### src/rtl/kps_pkg.sv
// constants and types for the keypad scan pin, reset and alert block
package kps_pkg;
    localparam int SENSE_W = 8;
    localparam int DRIVE_W = 10;
    localparam int PIN_W   = SENSE_W + DRIVE_W;

    // clock and timing
    localparam int CLK_NS            = 50;
    localparam int DEB_TICK_NS       = 50000;
    localparam int DEB_TICK_CYC      = DEB_TICK_NS / CLK_NS;
    localparam int ALERT_MIN_NS      = 20000;
    localparam int ALERT_MAX_NS      = 60000;
    localparam int ALERT_MIN_CYC     = (ALERT_MIN_NS + CLK_NS - 1) / CLK_NS;
    localparam int ALERT_MAX_CYC     = ALERT_MAX_NS / CLK_NS;
    localparam int ALERT_DLY_CYC     = ALERT_MIN_CYC;
    localparam int CLR_MAX_NS        = 200;
    localparam int CLR_MAX_CYC       = CLR_MAX_NS / CLK_NS;
    localparam int DETECT_MAX_NS     = 25000;
    localparam int DETECT_MAX_CYC    = DETECT_MAX_NS / CLK_NS;
    localparam int MASK_MAX_S        = 31;
    localparam int RST_HOLD_CYC      = 2;

    localparam logic [1:0] PIN_MODE_GPI  = 2'h0;
    localparam logic [1:0] PIN_MODE_GPO  = 2'h1;
    localparam logic [1:0] PIN_MODE_KEY  = 2'h2;

    localparam logic [PIN_W-1:0]   PIN_RST_HI  = {PIN_W{1'b1}};
    localparam logic [PIN_W-1:0]   PIN_RST_LO  = {PIN_W{1'b0}};
    localparam logic [DRIVE_W-1:0] DRV_ALL_OFF = {DRIVE_W{1'b1}};
    localparam logic [11:0]        DEB_CNT_RST = 12'h000;
    localparam logic [10:0]        DLY_CNT_RST = 11'h000;
    localparam logic [5:0]         MASK_S_RST  = 6'h00;

    typedef enum logic [1:0] {KPS_IDLE, KPS_WAIT, KPS_ASSERT} kps_alert_t;
endpackage

### src/rtl/kps_debounce.sv
// two-stage debounce of one pin, sampled on each debounce tick
`timescale 1ns/1ns
module kps_debounce (
    input  wire logic i_sys_clk,
    input  wire logic i_sys_rst,
    input  wire logic i_tick,
    input  wire logic i_pin,
    output logic      o_level
);
    import kps_pkg::*;
    logic sync1_reg, sync2_reg, st1_reg, st2_reg;
    logic st1_next, st2_next;

    // ----------------------------------------------------------------
    // debounce stages
    // ----------------------------------------------------------------
    // two stages agree
    always_comb begin
        st1_next = st1_reg;
        st2_next = st2_reg;
        if (i_tick) begin
            st1_next = sync2_reg;
            if (sync2_reg == st1_reg) begin
                st2_next = st1_reg;
            end
        end
    end

    // pins idle high through the pull-ups
    always_ff @(posedge i_sys_clk) begin
        if (i_sys_rst) begin
            sync1_reg <= 1'b1;
            sync2_reg <= 1'b1;
            st1_reg   <= 1'b1;
            st2_reg   <= 1'b1;
        end else begin
            sync1_reg <= i_pin;
            sync2_reg <= sync1_reg;
            st1_reg   <= st1_next;
            st2_reg   <= st2_next;
        end
    end

    assign o_level = st2_reg;
endmodule

### src/rtl/kps_pins_alert.sv
// pin modes, reset merge, debounce and host alert timing
`timescale 1ns/1ns

// Overview of operation
// pins power up inputs with pull-ups
// each pin input, output or matrix
// general mode outputs are push-pull
// keyscan sense lines open-drain pulled-up inputs
// keyscan drive lines pull low only
// reset low clears all state
// reset pin equals power-on reset
// power-on reset holds until released
// open-drain alert on input change
// alert valid 20 to 60 us after event
// host clear releases alerts within 200ns
// key change detected within 25 us; here a pin change is flagged only after two debounce ticks, 50 to 100 us
// interrupt mask timer up to 31 s
// locked keypad keys raise alert if selected
// two-stage debounce on 50 us tick
module kps_pins_alert (
    input  wire logic                   i_sys_clk,
    input  wire logic                   i_sys_rst,
    input  wire logic                   i_reset_n,
    input  wire logic                   i_por_n,
    input  wire logic [kps_pkg::PIN_W*2-1:0] i_pin_mode,
    input  wire logic [kps_pkg::PIN_W-1:0]   i_gpo_value,
    input  wire logic [kps_pkg::PIN_W-1:0]   i_pin_in,
    input  wire logic [kps_pkg::DRIVE_W-1:0] i_drive_strobe_n,
    input  wire logic                   i_key_event,
    input  wire logic                   i_unlock_event,
    input  wire logic                   i_overflow_event,
    input  wire logic                   i_combo_event,
    input  wire logic                   i_lock_on,
    input  wire logic                   i_lock_alert_en,
    input  wire logic                   i_second_tick,
    input  wire logic [5:0]             i_mask_seconds,
    input  wire logic                   i_host_clear,
    output logic [kps_pkg::PIN_W-1:0]   o_pin_out,
    output logic [kps_pkg::PIN_W-1:0]   o_pin_oe_n,
    output logic [kps_pkg::PIN_W-1:0]   o_pullup_en,
    output logic [kps_pkg::PIN_W-1:0]   o_pin_level,
    output logic                        o_alert_n_out,
    output logic                        o_alert_n_oe_n,
    output logic                        o_combo_alert_n_out,
    output logic                        o_combo_alert_n_oe_n,
    output logic                        o_in_reset
);
    import kps_pkg::*;

    // ----------------------------------------------------------------
    // reset merge
    // ----------------------------------------------------------------
    logic rn_s1_reg, rn_s2_reg, por_s1_reg, por_s2_reg, rst_reg;
    logic rst_next;

    // pin and power-on share one reset
    always_comb begin
        rst_next = i_sys_rst | ~rn_s2_reg | ~por_s2_reg;
    end

    // synchronise the reset sources
    // power-on low holds reset
    always_ff @(posedge i_sys_clk) begin
        if (i_sys_rst) begin
            rn_s1_reg  <= 1'b0;
            rn_s2_reg  <= 1'b0;
            por_s1_reg <= 1'b0;
            por_s2_reg <= 1'b0;
            rst_reg    <= 1'b1;
        end else begin
            rn_s1_reg  <= i_reset_n;
            rn_s2_reg  <= rn_s1_reg;
            por_s1_reg <= i_por_n;
            por_s2_reg <= por_s1_reg;
            rst_reg    <= rst_next;
        end
    end

    // ----------------------------------------------------------------
    // debounce tick and pin debouncers
    // ----------------------------------------------------------------
    logic [11:0]      deb_cnt_reg, deb_cnt_next;
    logic             tick;
    logic [PIN_W-1:0] deb_level;

    always_comb begin
        tick         = (deb_cnt_reg == 12'(DEB_TICK_CYC - 1));
        deb_cnt_next = tick ? DEB_CNT_RST : deb_cnt_reg + 12'h001;
    end

    always_ff @(posedge i_sys_clk) begin
        if (rst_reg) begin
            deb_cnt_reg <= DEB_CNT_RST;
        end else begin
            deb_cnt_reg <= deb_cnt_next;
        end
    end

    // one debouncer per pin
    for (genvar g = 0; g < PIN_W; g++) begin : g_deb
        kps_debounce u_deb (
            .i_sys_clk (i_sys_clk),
            .i_sys_rst (rst_reg),
            .i_tick    (tick),
            .i_pin     (i_pin_in[g]),
            .o_level   (deb_level[g])
        );
    end

    // ----------------------------------------------------------------
    // pin drivers
    // ----------------------------------------------------------------
    logic [PIN_W-1:0] out_next, oe_n_next, pu_next, gpi_prev_reg;
    logic             gpi_change;
    logic [1:0]       md;

    // per-pin mode select
    always_comb begin
        out_next   = PIN_RST_LO;
        oe_n_next  = PIN_RST_HI;
        pu_next    = PIN_RST_HI;
        gpi_change = 1'b0;
        md         = PIN_MODE_GPI;
        for (int p = 0; p < PIN_W; p++) begin
            md = i_pin_mode[2*p +: 2];
            if (md == PIN_MODE_GPO) begin
                // push-pull drive both levels
                out_next[p]  = i_gpo_value[p];
                oe_n_next[p] = 1'b0;
                pu_next[p]   = 1'b0;
            end else if (md == PIN_MODE_KEY && p >= SENSE_W) begin
                // drive line pulls low only
                oe_n_next[p] = i_drive_strobe_n[p-SENSE_W];
                pu_next[p]   = 1'b0;
            end else if (md == PIN_MODE_GPI) begin
                // debounced change flagged at once
                gpi_change = gpi_change
                           | (deb_level[p] != gpi_prev_reg[p]);
            end
            // sense lines stay pulled-up inputs
        end
    end

    // reset leaves every pin an input with pull-up
    always_ff @(posedge i_sys_clk) begin
        if (rst_reg) begin
            o_pin_out    <= PIN_RST_LO;
            o_pin_oe_n   <= PIN_RST_HI;
            o_pullup_en  <= PIN_RST_HI;
            o_pin_level  <= PIN_RST_HI;
            gpi_prev_reg <= PIN_RST_HI;
        end else begin
            o_pin_out    <= out_next;
            o_pin_oe_n   <= oe_n_next;
            o_pullup_en  <= pu_next;
            o_pin_level  <= deb_level;
            gpi_prev_reg <= deb_level;
        end
    end

    // ----------------------------------------------------------------
    // mask timer and alert sequencing
    // ----------------------------------------------------------------
    kps_alert_t  st_reg, st_next;
    logic [10:0] dly_reg, dly_next;
    logic [5:0]  mask_reg, mask_next;
    logic        pend_reg, pend_next, combo_reg, combo_next;
    logic        cpend_reg, cpend_next;
    logic        ev, lock_ok;

    always_comb begin
        // locked keys alert only when selected
        lock_ok   = ~i_lock_on | (i_lock_alert_en && mask_reg == MASK_S_RST);
        ev        = (i_key_event & lock_ok) | i_unlock_event
                  | i_overflow_event | gpi_change;
        mask_next = mask_reg;
        // mask timer counts down in seconds
        if (i_lock_on && i_key_event && mask_reg == MASK_S_RST) begin
            mask_next = (i_mask_seconds > 6'(MASK_MAX_S))
                      ? 6'(MASK_MAX_S) : i_mask_seconds;
        end else if (i_second_tick && mask_reg != MASK_S_RST) begin
            mask_next = mask_reg - 6'h01;
        end
        // event arms a pending alert
        pend_next  = pend_reg | ev;
        cpend_next = cpend_reg | i_combo_event;
        st_next    = st_reg;
        dly_next   = dly_reg;
        combo_next = combo_reg;
        unique case (st_reg)
            KPS_IDLE: begin
                if (ev | i_combo_event) begin
                    st_next  = KPS_WAIT;
                    dly_next = DLY_CNT_RST;
                end
            end
            // wait the least valid time
            KPS_WAIT: begin
                dly_next = dly_reg + 11'h001;
                if (dly_reg == 11'(ALERT_DLY_CYC - 1)) begin
                    st_next    = KPS_ASSERT;
                    combo_next = cpend_reg;
                end
            end
            KPS_ASSERT: begin
                combo_next = combo_reg | cpend_reg;
            end
        endcase
        // host clear drops both alerts next edge
        if (i_host_clear) begin
            st_next    = (ev | i_combo_event) ? KPS_WAIT : KPS_IDLE;
            dly_next   = DLY_CNT_RST;
            pend_next  = ev;
            cpend_next = i_combo_event;
            combo_next = 1'b0;
        end
    end

    always_ff @(posedge i_sys_clk) begin
        if (rst_reg) begin
            st_reg    <= KPS_IDLE;
            dly_reg   <= DLY_CNT_RST;
            mask_reg  <= MASK_S_RST;
            pend_reg  <= 1'b0;
            cpend_reg <= 1'b0;
            combo_reg <= 1'b0;
        end else begin
            st_reg    <= st_next;
            dly_reg   <= dly_next;
            mask_reg  <= mask_next;
            pend_reg  <= pend_next;
            cpend_reg <= cpend_next;
            combo_reg <= combo_next;
        end
    end

    // open-drain alerts only ever pull low
    always_ff @(posedge i_sys_clk) begin
        o_alert_n_out        <= 1'b0;
        o_combo_alert_n_out  <= 1'b0;
        o_in_reset           <= rst_reg;
        o_alert_n_oe_n       <= ~(st_next == KPS_ASSERT) | rst_reg;
        o_combo_alert_n_oe_n <= ~combo_next | rst_reg;
    end

    // ----------------------------------------------------------------
    // checks
    // ----------------------------------------------------------------
    a_reset_pins: assert property (@(posedge i_sys_clk)
        rst_reg |=> (o_pin_oe_n == PIN_RST_HI && o_pullup_en == PIN_RST_HI))
        else $error("pins not inputs with pull-ups after reset");
    a_reset_merge: assert property (@(posedge i_sys_clk)
        disable iff (i_sys_rst) !rn_s2_reg |=> rst_reg)
        else $error("reset pin did not reset block");
    a_por_hold: assert property (@(posedge i_sys_clk)
        disable iff (i_sys_rst) !por_s2_reg |=> rst_reg)
        else $error("power-on reset did not hold");
    a_reg_clear: assert property (@(posedge i_sys_clk)
        rst_reg |=> (st_reg == KPS_IDLE && !pend_reg))
        else $error("state not cleared by reset");
    // cycles an alert has waited unshown
    logic [10:0] late_cnt_reg, late_cnt_next;

    always_comb begin
        late_cnt_next = DLY_CNT_RST;
        if (st_reg != KPS_IDLE && o_alert_n_oe_n && !(&late_cnt_reg)) begin
            late_cnt_next = late_cnt_reg + 11'h001;
        end
    end

    always_ff @(posedge i_sys_clk) begin
        if (rst_reg) begin
            late_cnt_reg <= DLY_CNT_RST;
        end else begin
            late_cnt_reg <= late_cnt_next;
        end
    end

    a_alert_min: assert property (@(posedge i_sys_clk)
        disable iff (rst_reg)
        $fell(o_alert_n_oe_n) |-> late_cnt_reg >= 11'(ALERT_MIN_CYC))
        else $error("alert rose too early");
    a_alert_late: assert property (@(posedge i_sys_clk)
        disable iff (rst_reg) late_cnt_reg <= 11'(ALERT_MAX_CYC))
        else $error("alert later than allowed");
    a_clear_fast: assert property (@(posedge i_sys_clk)
        disable iff (rst_reg)
        (i_host_clear && !ev && !i_combo_event)
        |=> (o_alert_n_oe_n && o_combo_alert_n_oe_n))
        else $error("alert not released after clear");
    a_drive_low: assert property (@(posedge i_sys_clk)
        disable iff (rst_reg)
        (i_pin_mode[2*SENSE_W +: 2] == PIN_MODE_KEY)
        |=> !o_pin_out[SENSE_W])
        else $error("drive line driven high");
    a_deb_tick: assert property (@(posedge i_sys_clk)
        disable iff (rst_reg) tick |=> !tick [*8])
        else $error("debounce tick too frequent");
endmodule

### config.mk
export PLATFORM = sky130hd
export DESIGN_NAME = kps_pins_alert
export DESIGN_NICKNAME = d
export VERILOG_FILES = /design/src/rtl/kps_pkg.sv /design/src/rtl/kps_debounce.sv /design/src/rtl/kps_pins_alert.sv
export SDC_FILE = /design/constraint.sdc
export NUM_CORES = 1
export LEC_CHECK = 0
export BUFFER_PORTS_ARGS = -buffer_cell sky130_fd_sc_hd__buf_2
export CORE_ASPECT_RATIO = 0.7
export CORE_MARGIN = 8
export CORE_UTILIZATION = 53
export DETAILED_ROUTE_END_ITERATION = 8
export MAX_ROUTING_LAYER = met4
export PLACE_DENSITY = 0.89
export SYNTH_ARGS = -nofsm -noshare
export SYNTH_HDL_FRONTEND = slang
export SYNTH_SLANG_ARGS = --single-unit
### constraint.sdc
create_clock -name i_sys_clk -period 2.8 [get_ports i_sys_clk]
set_input_delay 0.28 -clock i_sys_clk [delete_from_list [all_inputs] [get_ports i_sys_clk]]
set_output_delay 0.28 -clock i_sys_clk [all_outputs]
set_load 0.05 [all_outputs]
# == After elaboration in Yosys (flattened, before gate mapping) ==
# Index checks and enable logic that the tools add are counted.
# word_totals
register_bits,185
out_inout_bits,77
# classes
add_sub_neg,3
magnitude_cmp,1
eq_ne,70
n_mux,108
bitwise,52
n_reduce_logical,66
# op_table
op,n
2-to-1 mux 1 bit,98
OR reduction 2 bit,20
== test 2 x 1 -> 1 bit (second input constant),19
logical NOT 2 bit,19
AND reduction 2 bit,19
bitwise OR 1 bit,28
== test 2 bit (second input constant),12
NOT 1 bit,23
case mux 11 bit (2 select lines),1
== test 1 bit,18
2-to-1 mux 6 bit,3
!= test 1 bit,18
adder 12 x 1 -> 12 bit (second input constant),1
== test 12 x 10 -> 1 bit (second input constant),1
adder 11 x 1 -> 11 bit (second input constant),1
== test 11 x 9 -> 1 bit (second input constant),1
2-to-1 mux 11 bit,1
greater-than comparator 6 x 5 -> 1 bit (second input constant),1
logical NOT 6 bit,1
2-to-1 mux 2 bit,3
nonzero test 6 bit,1
subtractor 6 x 1 -> 6 bit (second input constant),1
logical AND 1 bit,4
case mux 2 bit (2 select lines),1
other kinds (4),5

# == Depth between registers and ports, before layout ==
# Gate-level depths: netlist (run 1).
# logic_depth
word_depth,72
ltp_mapped,10
depth_no_buf,9

# == Cells and area by module ==
# From an unflattened synthesis (run 1), not the netlist that was laid out.
# unflattened
hier_cells,706
area_unflattened_um2,6890.4
# by_module_without_submodules
mod,n_inst,cells_per_inst,area_per_inst_um2
kps_pins_alert,1,472,4548.1
kps_debounce,18,13,130.1

# == Worst setup path before layout (run 1) ==
# No wires, ideal clock.
# synth_timing
path_type,register -> register
from,register gpi_prev_reg[9]
to,register o_alert_n_oe_n
setup_ns,0.127
arrival_ns,2.571
required_time_ns,2.673
slack_ns,0.102
path_stages_with_launch,8
synth_period_minus_slack_ns,2.698
path_cell_list,dfxtp_1 > xnor2_1 > nor4b_1 > or4_4 > nor4_4 > nand2_2 > a311o_1 > or3_1
# synth_between
elab_chain_cells,45
# synth_rtl
element,line,rtl
from (decl),kps_pins_alert.sv:113,"logic [PIN_W-1:0] out_next, oe_n_next, pu_next, gpi_prev_reg;"
from (signal assigned),kps_pins_alert.sv:157,gpi_prev_reg <= deb_level;
!= test 1 bit (*),kps_pins_alert.sv:138,| (deb_level[p] != gpi_prev_reg[p]);
bitwise OR 1 bit (*),kps_pins_alert.sv:138,
2-to-1 mux 1 bit (*),kps_pins_alert.sv:135,end else if (md == PIN_MODE_GPI) begin
2-to-1 mux 1 bit (*),kps_pins_alert.sv:131,end else if (md == PIN_MODE_KEY && p >= SENSE_W) begin
2-to-1 mux 1 bit (*),kps_pins_alert.sv:126,if (md == PIN_MODE_GPO) begin
bitwise OR 1 bit,kps_pins_alert.sv:138,
2-to-1 mux 1 bit,kps_pins_alert.sv:135,
2-to-1 mux 1 bit,kps_pins_alert.sv:131,
[29 not listed],n/a,
bitwise OR 1 bit (*),kps_pins_alert.sv:175,| i_overflow_event | gpi_change;
bitwise OR 1 bit (*),"kps_pins_alert.sv:192, kps_pins_alert.sv:211",
2-to-1 mux 2 bit,kps_pins_alert.sv:192,if (ev | i_combo_event) begin
case mux 2 bit (2 select lines),kps_pins_alert.sv:190,unique case (st_reg)
2-to-1 mux 2 bit (*),kps_pins_alert.sv:210,if (i_host_clear) begin
== test 2 bit (*),kps_pins_alert.sv:242,o_alert_n_oe_n <= ~(st_next == KPS_ASSERT) | rst_reg;
NOT 1 bit (*),kps_pins_alert.sv:242,
bitwise OR 1 bit (*),kps_pins_alert.sv:242,
to (signal assigned),kps_pins_alert.sv:242,
to (decl),kps_pins_alert.sv:43,"output logic o_alert_n_oe_n,"
# Every way passes the cells marked *; elsewhere a longest branch is shown, timed or not.
# A chain may end at the register's enable or synchronous reset.

# == Worst setup path in the final report (run 1) ==
# layout_timing
from,register g_deb[9].u_deb.st2_reg
to,register o_alert_n_oe_n
# layout_between
elab_chain_cells,45
# layout_rtl
element,line,rtl
from (decl),kps_debounce.sv:11,"logic sync1_reg, sync2_reg, st1_reg, st2_reg;"
from (signal assigned),kps_debounce.sv:40,st2_reg <= st2_next;
!= test 1 bit (*),kps_pins_alert.sv:138,
bitwise OR 1 bit (*),kps_pins_alert.sv:138,
2-to-1 mux 1 bit (*),kps_pins_alert.sv:135,
2-to-1 mux 1 bit (*),kps_pins_alert.sv:131,
2-to-1 mux 1 bit (*),kps_pins_alert.sv:126,
bitwise OR 1 bit,kps_pins_alert.sv:138,
2-to-1 mux 1 bit,kps_pins_alert.sv:135,
2-to-1 mux 1 bit,kps_pins_alert.sv:131,
[29 not listed],n/a,
bitwise OR 1 bit (*),kps_pins_alert.sv:175,
bitwise OR 1 bit (*),"kps_pins_alert.sv:192, kps_pins_alert.sv:211",
2-to-1 mux 2 bit,kps_pins_alert.sv:192,
case mux 2 bit (2 select lines),kps_pins_alert.sv:190,
2-to-1 mux 2 bit (*),kps_pins_alert.sv:210,
== test 2 bit (*),kps_pins_alert.sv:242,
NOT 1 bit (*),kps_pins_alert.sv:242,
bitwise OR 1 bit (*),kps_pins_alert.sv:242,
# Marked as above.

==> results.ini, run 1 <==
[logic_synthesis]
synth_xor_area_share_pct = 4.30
ys_types = 47
syn_area_per_cell_um2 = 9.53
synth_cells = 726
synth-compound-area-share_pct = 11.6
yosys-top-cells-area = dfxtp_1 51%, ha_1 6.5%, or2_2 5.1%, a21oi_1 3.6%, nor2_1 3.2%
synth.most_common_cell = dfxtp_1
synth_simple_gate_area_share_pct = 21.8
ys.flop_type = dfxtp_1
synth_top_family_by_area = simple AND/OR/NAND/NOR gates
synthesis.yosys.warnings = 0
synthAdderAreaFrac_pct = 6.51
synth-edff-count = 0
synth_top_area_share_pct = 51.2
async_flop_share_pct = 0
ys_seq_elements = 177
synth_area_leader_cell = dfxtp_1
synthTopCellsByCount = 177 x dfxtp_1, 59 x nor2_1, 56 x or2_2
mappedNetlistArea_um2 = 6920
synth_mux_area_share_pct = 0.145
ys_seq_area_share_pct = 51.2

[clock_network]
worstSkewPairLatency_ps = 420
clk_pin_slew_ps = 60
cts_buffers = 17
cts_sinks = 177
cts_buffer_depth = 2
cts.hold.buffers_added = 0
htreeDepth = 4
cts_tree = yes
cts_root_buf = clkbuf_16

[pwr]
intPower_uw = 3930
vdd_drop_max_mv = 0.377
seq_power_share_pct = 50.9
netSwitchingFraction_pct = 20.7
power.density_nw_per_um2 = 584
switchingPower_uw = 1030
p_comb_share_pct = 3.5
clkPwrFrac_pct = 45.6
p_leak_uw = 0.00372

[run]
drv_cap = 0

[timing]
clock_skew_ps = 9.17
max_slew_margin_pct = 38.4
finalSetupTns_ps = 0
period_minus_slack_ps = 2390
min_period_over_period_pct = 85.3
finalSetupViolations = 0
worst_slack_ps = 411
max_freq_mhz = 419
finalHoldViolCount = 0
worstMarginPinSlew_ps = 924
finalMaxSlewViolations = 0
rsz0062_at_grt = no

[grt]
grt_max_degree = 103
antenna_found_initial = 0
grt_first_pass_wirelength_mm = 25.9
grt_pass1_vias = 5222
grt_use_total_pct = 19.3
grt-ovfl-total = 0

[floorplanning]
initial_core_util_pct = 53.4
core_um2 = 13000
dieArea_um2 = 17000
io_pins = 177
die_h_um = 112
num_rows = 35
die_w_um = 153

[drt]
detail_route.iter0.violations = 417
drt-wirelength-per-cell_um = 15.1
drtAntennaViolNets = 0
vias_per_cell = 5.04
totalWireLength_mm = 16.2
vias = 5403
drc = 0
firstDrtPassIters = 5

[outcome]
outcome = complete, no violations

[placement]
dpl.hpwl_mm = 12.0
finalWeightedCongestion = 0.875
place_ws_ps = 234
io_buffers = 174

[worst_setup_path]
worstPathMaxFanout = 4
r2r_slack_ps = 410
crit_type = reg -> reg
cp-start-kind = flip-flop
cp.required_ps = 3100
crit_path_end_kind = flip-flop
cp.arrival_ps = 2690

[final_layout]
antenna_cells = 0
drive_gt1_share_pct = 30.7
nNetsFinal = 1031
area_growth_pct = 22.6

[worst_hold_path]
min-delay-path-class = in -> reg

-- power by group through the flow --
| stage | clock, uW | combinational [uW] | sequential (uW) |
|---|---|---|---|
| 2_1_floorplan | 0 | 69.1 | 2590 |
| 4_1_cts | 2300 | 173 | 2530 |
| 5_1_grt | 2420 | 194 | 2520 |
| 3_3_place_gp | 0 | 165 | 2580 |
| 3_5_place_dp | 0 | 172 | 2580 |
| 6_report | 2260 | 173 | 2530 |
-- worst paths after layout --
| kind | startpoint | end | cells after the start |
|---|---|---|---|
| worst max-delay path | g_deb[9].u_deb.o_level | o_alert_n_oe_n | 7 |
| worst min-delay path | i_pin_in[7] | g_deb[7].u_deb.sync1_reg | 2 |
| worst max register to register | g_deb[9].u_deb.o_level | o_alert_n_oe_n | 7 |
| worst min register to register | por_s2_reg | rst_reg | 1 |
-- cell usage in the layout, fill, tap and decap left out, types with 3 or more instances in the layout --
master | synthesis | routed
a31o_2 | 3 | 3
a21o_1 | 4 | 4
nand2_1 | 52 | 52
clkinv_2 | 0 | 4
nor3_1 | 16 | 16
xnor2_1 | 19 | 19
a211oi_1 | 4 | 4
or3_1 | 4 | 4
nand3b_1 | 3 | 3
nand2b_1 | 13 | 13
buf_4 | 10 | 9
inv_1 | 37 | 37
and3b_1 | 10 | 10
ha_1 | 36 | 36
and3_1 | 13 | 13
o21ai_0 | 6 | 6
xor2_1 | 15 | 15
nor4_1 | 3 | 3
buf_2 | 1 | 174
nor2b_1 | 15 | 15
clkbuf_1 | 22 | 3
o21bai_1 | 28 | 28
a21oi_1 | 50 | 50
or2_2 | 56 | 56
nor2_1 | 59 | 59
o21a_1 | 19 | 19
clkbuf_16 | 0 | 17
nand4_1 | 7 | 7
dfxtp_1 | 177 | 176
nand3_1 | 21 | 21
-- worst max-delay path, cell delays in order (launching register included) --
cell and delay (ps):
dfxtp_1 380, xnor2_1 140, nor4b_1 90, or4_4 540, nor4_4 320, nand2_2 80, a311o_1 370, or3_1 340
-- kinds of logic after synthesis --
family / after synthesis
flops: 177
mux: 1
buf+inv: 71
xor+xnor: 34
compound gates: 124
fa+ha+maj: 36
other cells: 1
simple gates: 282
-- cell type report --
| cell class | count | area (um^2) |
|---|---|---|
| Clock inverter | 10 | 113 |
| Timing Repair Buffer | 183 | 938 |
| Multi-Input combinational cell | 479 | 3090 |
| Inverter | 37 | 139 |
| Tap cell | 166 | 208 |
| Fill cell | 1005 | 4480 |
| Clock buffer | 21 | 450 |
| Sequential cell | 177 | 3550 |
-- metrics by stage --
step	instance area [um^2]	util, %	instances	power (uW)	hold slack (ps)
3_3_place_gp	7920	61.1	1042	2750	372
3_5_place_dp	7920	61.1	1042	2750	379
2_1_floorplan	6930	-	727	2650	342
6_report	8490	65.5	1073	4960	42.7
5_1_grt	8490	65.5	1073	5140	26.0
4_1_cts	8480	65.4	1073	5000	26.7
-- what timing repair did --
action                     4_1_cts  5_1_grt
resized for setup                0        1
setup endpoints to repair        0        3
buffers inserted                 0        0
-- per-layer routing --
metal	wire length [um]	global-route usage [%]	vias up	share of wire [%]
li1	-	-	2737	-
met1	7540	24.3	2466	47
met2	7330	29.3	178	45
met3	1070	6.27	22	6.6
met4	223	5.98	0	1.4
met5	0	-	-	0
No activity file was read; power rests on OpenSTA's default activity.
==> run 2, diff against run 1 <==
--- a/config.mk
+++ b/config.mk
@@ -8,10 +8,11 @@
 export BUFFER_PORTS_ARGS = -buffer_cell sky130_fd_sc_hd__buf_2
 export CORE_ASPECT_RATIO = 0.7
 export CORE_MARGIN = 8
-export CORE_UTILIZATION = 53
+export CORE_UTILIZATION = 55
+export CTS_BUF_LIST = sky130_fd_sc_hd__clkbuf_4
 export DETAILED_ROUTE_END_ITERATION = 8
 export MAX_ROUTING_LAYER = met4
-export PLACE_DENSITY = 0.89
+export PLACE_DENSITY = 0.91
 export SYNTH_ARGS = -nofsm -noshare
 export SYNTH_HDL_FRONTEND = slang
 export SYNTH_SLANG_ARGS = --single-unit
==> run 2 against run 1 <==
Clock-buffer cell count shrank 1. Total power is 13% lower. Non-clock buffer count increased by 71. Clock power down 31%. Routed wire length is 14% higher. First-iteration DRC count is 9.6% higher. Register-to-register slack worse by 210 ps. Largest power group unchanged. Highest routed layer unchanged.
==> results.ini, run 2 (synthesized netlist as in run 1, its figures left out) <==
[outcome]
outcome = complete, no violations

[worst_setup_path]
worstPathMaxFanout = 6  ; +2
crit_path_end_kind = flip-flop
cp.required_ps = 3290  ; +190 ps
cp.arrival_ps = 3090  ; +400 ps
cp-start-kind = flip-flop
crit_type = reg -> reg

[floorplanning]
io_pins = 177  ; unchanged
die_w_um = 150  ; -1.6%
num_rows = 34  ; -2.9%
dieArea_um2 = 16500  ; -3.2%
initial_core_util_pct = 56.1  ; +2.7 points
die_h_um = 110  ; -1.6%
core_um2 = 12300  ; -4.8%

[pwr]
power.density_nw_per_um2 = 486  ; -17%
netSwitchingFraction_pct = 21.9  ; +1.2 points
switchingPower_uw = 949  ; -7.5%
p_comb_share_pct = 5.7  ; +2.2 points
vdd_drop_max_mv = 0.271  ; -28%
p_leak_uw = 0.00391  ; +5.0%
seq_power_share_pct = 58.2  ; +7.3 points
clkPwrFrac_pct = 36.1  ; -9.5 points
intPower_uw = 3390  ; -14%

[clock_network]
cts_buffers = 17  ; unchanged
clk_pin_slew_ps = 140  ; +80 ps
cts.hold.buffers_added = 67  ; +67
cts_root_buf = clkbuf_4
cts_tree = yes
worstSkewPairLatency_ps = 560  ; +140 ps
htreeDepth = 4  ; unchanged
cts_sinks = 177  ; unchanged
ctsResizeCount = 0  ; unchanged
cts_buffer_depth = 2  ; unchanged
cts_setup_buffers = 0  ; unchanged

[drt]
drt-wirelength-per-cell_um = 16.1  ; +6.7%
drtAntennaViolNets = 0  ; unchanged
firstDrtPassIters = 5  ; unchanged
drc = 0  ; unchanged
vias = 5821  ; +7.7%
totalWireLength_mm = 18.4  ; +14%
vias_per_cell = 5.09  ; +1.1%
detail_route.iter0.violations = 457  ; +9.6%

[grt]
grt-ovfl-total = 0  ; unchanged
antenna_found_initial = 2  ; +2
grt_use_total_pct = 22.8  ; +3.4 points
grt_pass1_vias = 5771  ; +11%
grt_max_degree = 55  ; -47%
grt_first_pass_wirelength_mm = 28.4  ; +9.6%

[worst_hold_path]
min-delay-path-class = in -> reg

[final_layout]
final_core_util_pct = 72.4  ; +7.0 points
area_growth_pct = 29.1
nNetsFinal = 1102  ; +6.9%
layout_commonest_cell = dfxtp_1
final_cell_mix = 176 x dfxtp_1, 174 x buf_2, 68 x dlygate4sd3_1
drive_gt1_share_pct = 28.8  ; -1.8 points
fillCellCount = 860  ; -14%

[placement]
io_buffers = 174  ; unchanged
dpl.hpwl_mm = 12.8  ; +6.5%
finalWeightedCongestion = 0.907  ; +3.7%
place_ws_ps = 120  ; -114 ps

[timing]
clock_skew_ps = 20.0  ; +10.8 ps
period_minus_slack_ps = 2600  ; +208 ps
worst_slack_ps = 203  ; -208 ps
min_period_over_period_pct = 92.7  ; +7.4 points
finalHoldViolCount = 0  ; unchanged
worstMarginPinSlew_ps = 581  ; -343 ps
finalMaxSlewViolations = 0  ; unchanged
finalSetupViolations = 0  ; unchanged
max_slew_margin_pct = 61.2  ; +23 points
max_freq_mhz = 385  ; -8.0%

[run]
drv_cap = 0  ; unchanged

## run 2: cell types whose count changed in the layout (fill, tap and decap cells not counted), moves of 2 or more
cell / delta
diode_2: +2
clkbuf_1: -3
bufinv_16: +2
dlygate4sd3_1: +68
clkbuf_16: -17
clkinv_1: +2
clkinv_4: -2
buf_4: +3
clkbuf_4: +20
## run 2: worst max-delay path, stage by stage (launching register included)
cell and delay [ps]:
dfxtp_1 330, inv_1 80, ha_1 160, nor3b_1 500, nand4_1 210, nand3_1 160
nor4_4 60, buf_4 160, a2111oi_1 420, buf_4 220, nand3_1 80, a21oi_1 150
## run 2: routing by layer
layer  wire (um)  GRT usage [%]  vias to the layer above
met5           0              -                        -
met4         448           10.2                        0
met3        1410           5.72                       32
met2        8750           37.9                      237
met1        7780           25.9                     2666
li1            -              -                     2886
## run 2: worst paths after layout
path | slack (ps) | to | cells after the start | from
max | 200 | dly_reg[7] | 11 | mask_reg[0]
max reg2reg | 200 | dly_reg[7] | 11 | mask_reg[0]
min reg2reg | 400 | g_deb[17].u_deb.sync2_reg | 1 | g_deb[17].u_deb.sync1_reg
min | 40 | mask_reg[4] | 3 | i_mask_seconds[4]
## run 2: cell type report
class | count | area, um^2 | share of cell area (%)
Sequential cell | 177 | 3550 | 39.7
Multi-Input combinational cell | 479 | 3090 | 34.5
Timing Repair Buffer | 254 | 1640 | 18.4
Tap cell | 162 | 203 | 2.27
Clock inverter | 12 | 164 | 1.83
Clock buffer | 20 | 150 | 1.68
Inverter | 37 | 139 | 1.55
Antenna cell | 2 | 5.00 | 0.0560
## run 2: metrics by stage
| step | TNS (ps) | cell area [um^2] | instances | power (uW) | hold WS [ps] |
|---|---|---|---|---|---|
| 2_1_floorplan | 0 | 6930 | 727 | 2650 | 342 |
| 3_3_place_gp | 0 | 7940 | 1041 | 2750 | 370 |
| 3_5_place_dp | 0 | 7940 | 1041 | 2760 | 372 |
| 4_1_cts | 0 | 8920 | 1140 | 4360 | 1.63 |
| 5_1_grt | -7.91 | 8930 | 1143 | 4490 | 12.0 |
| 6_report | 0 | 8930 | 1143 | 4340 | 42.3 |
## run 2: power by group through the flow
stage / combinational [uW] / clock [uW] / sequential, uW
final: 246 / 1570 / 2530
after global routing: 268 / 1690 / 2530
after CTS: 239 / 1590 / 2530
after detailed placement: 174 / 0 / 2580
after global placement: 167 / 0 / 2580
after floorplan: 69.1 / 0 / 2590
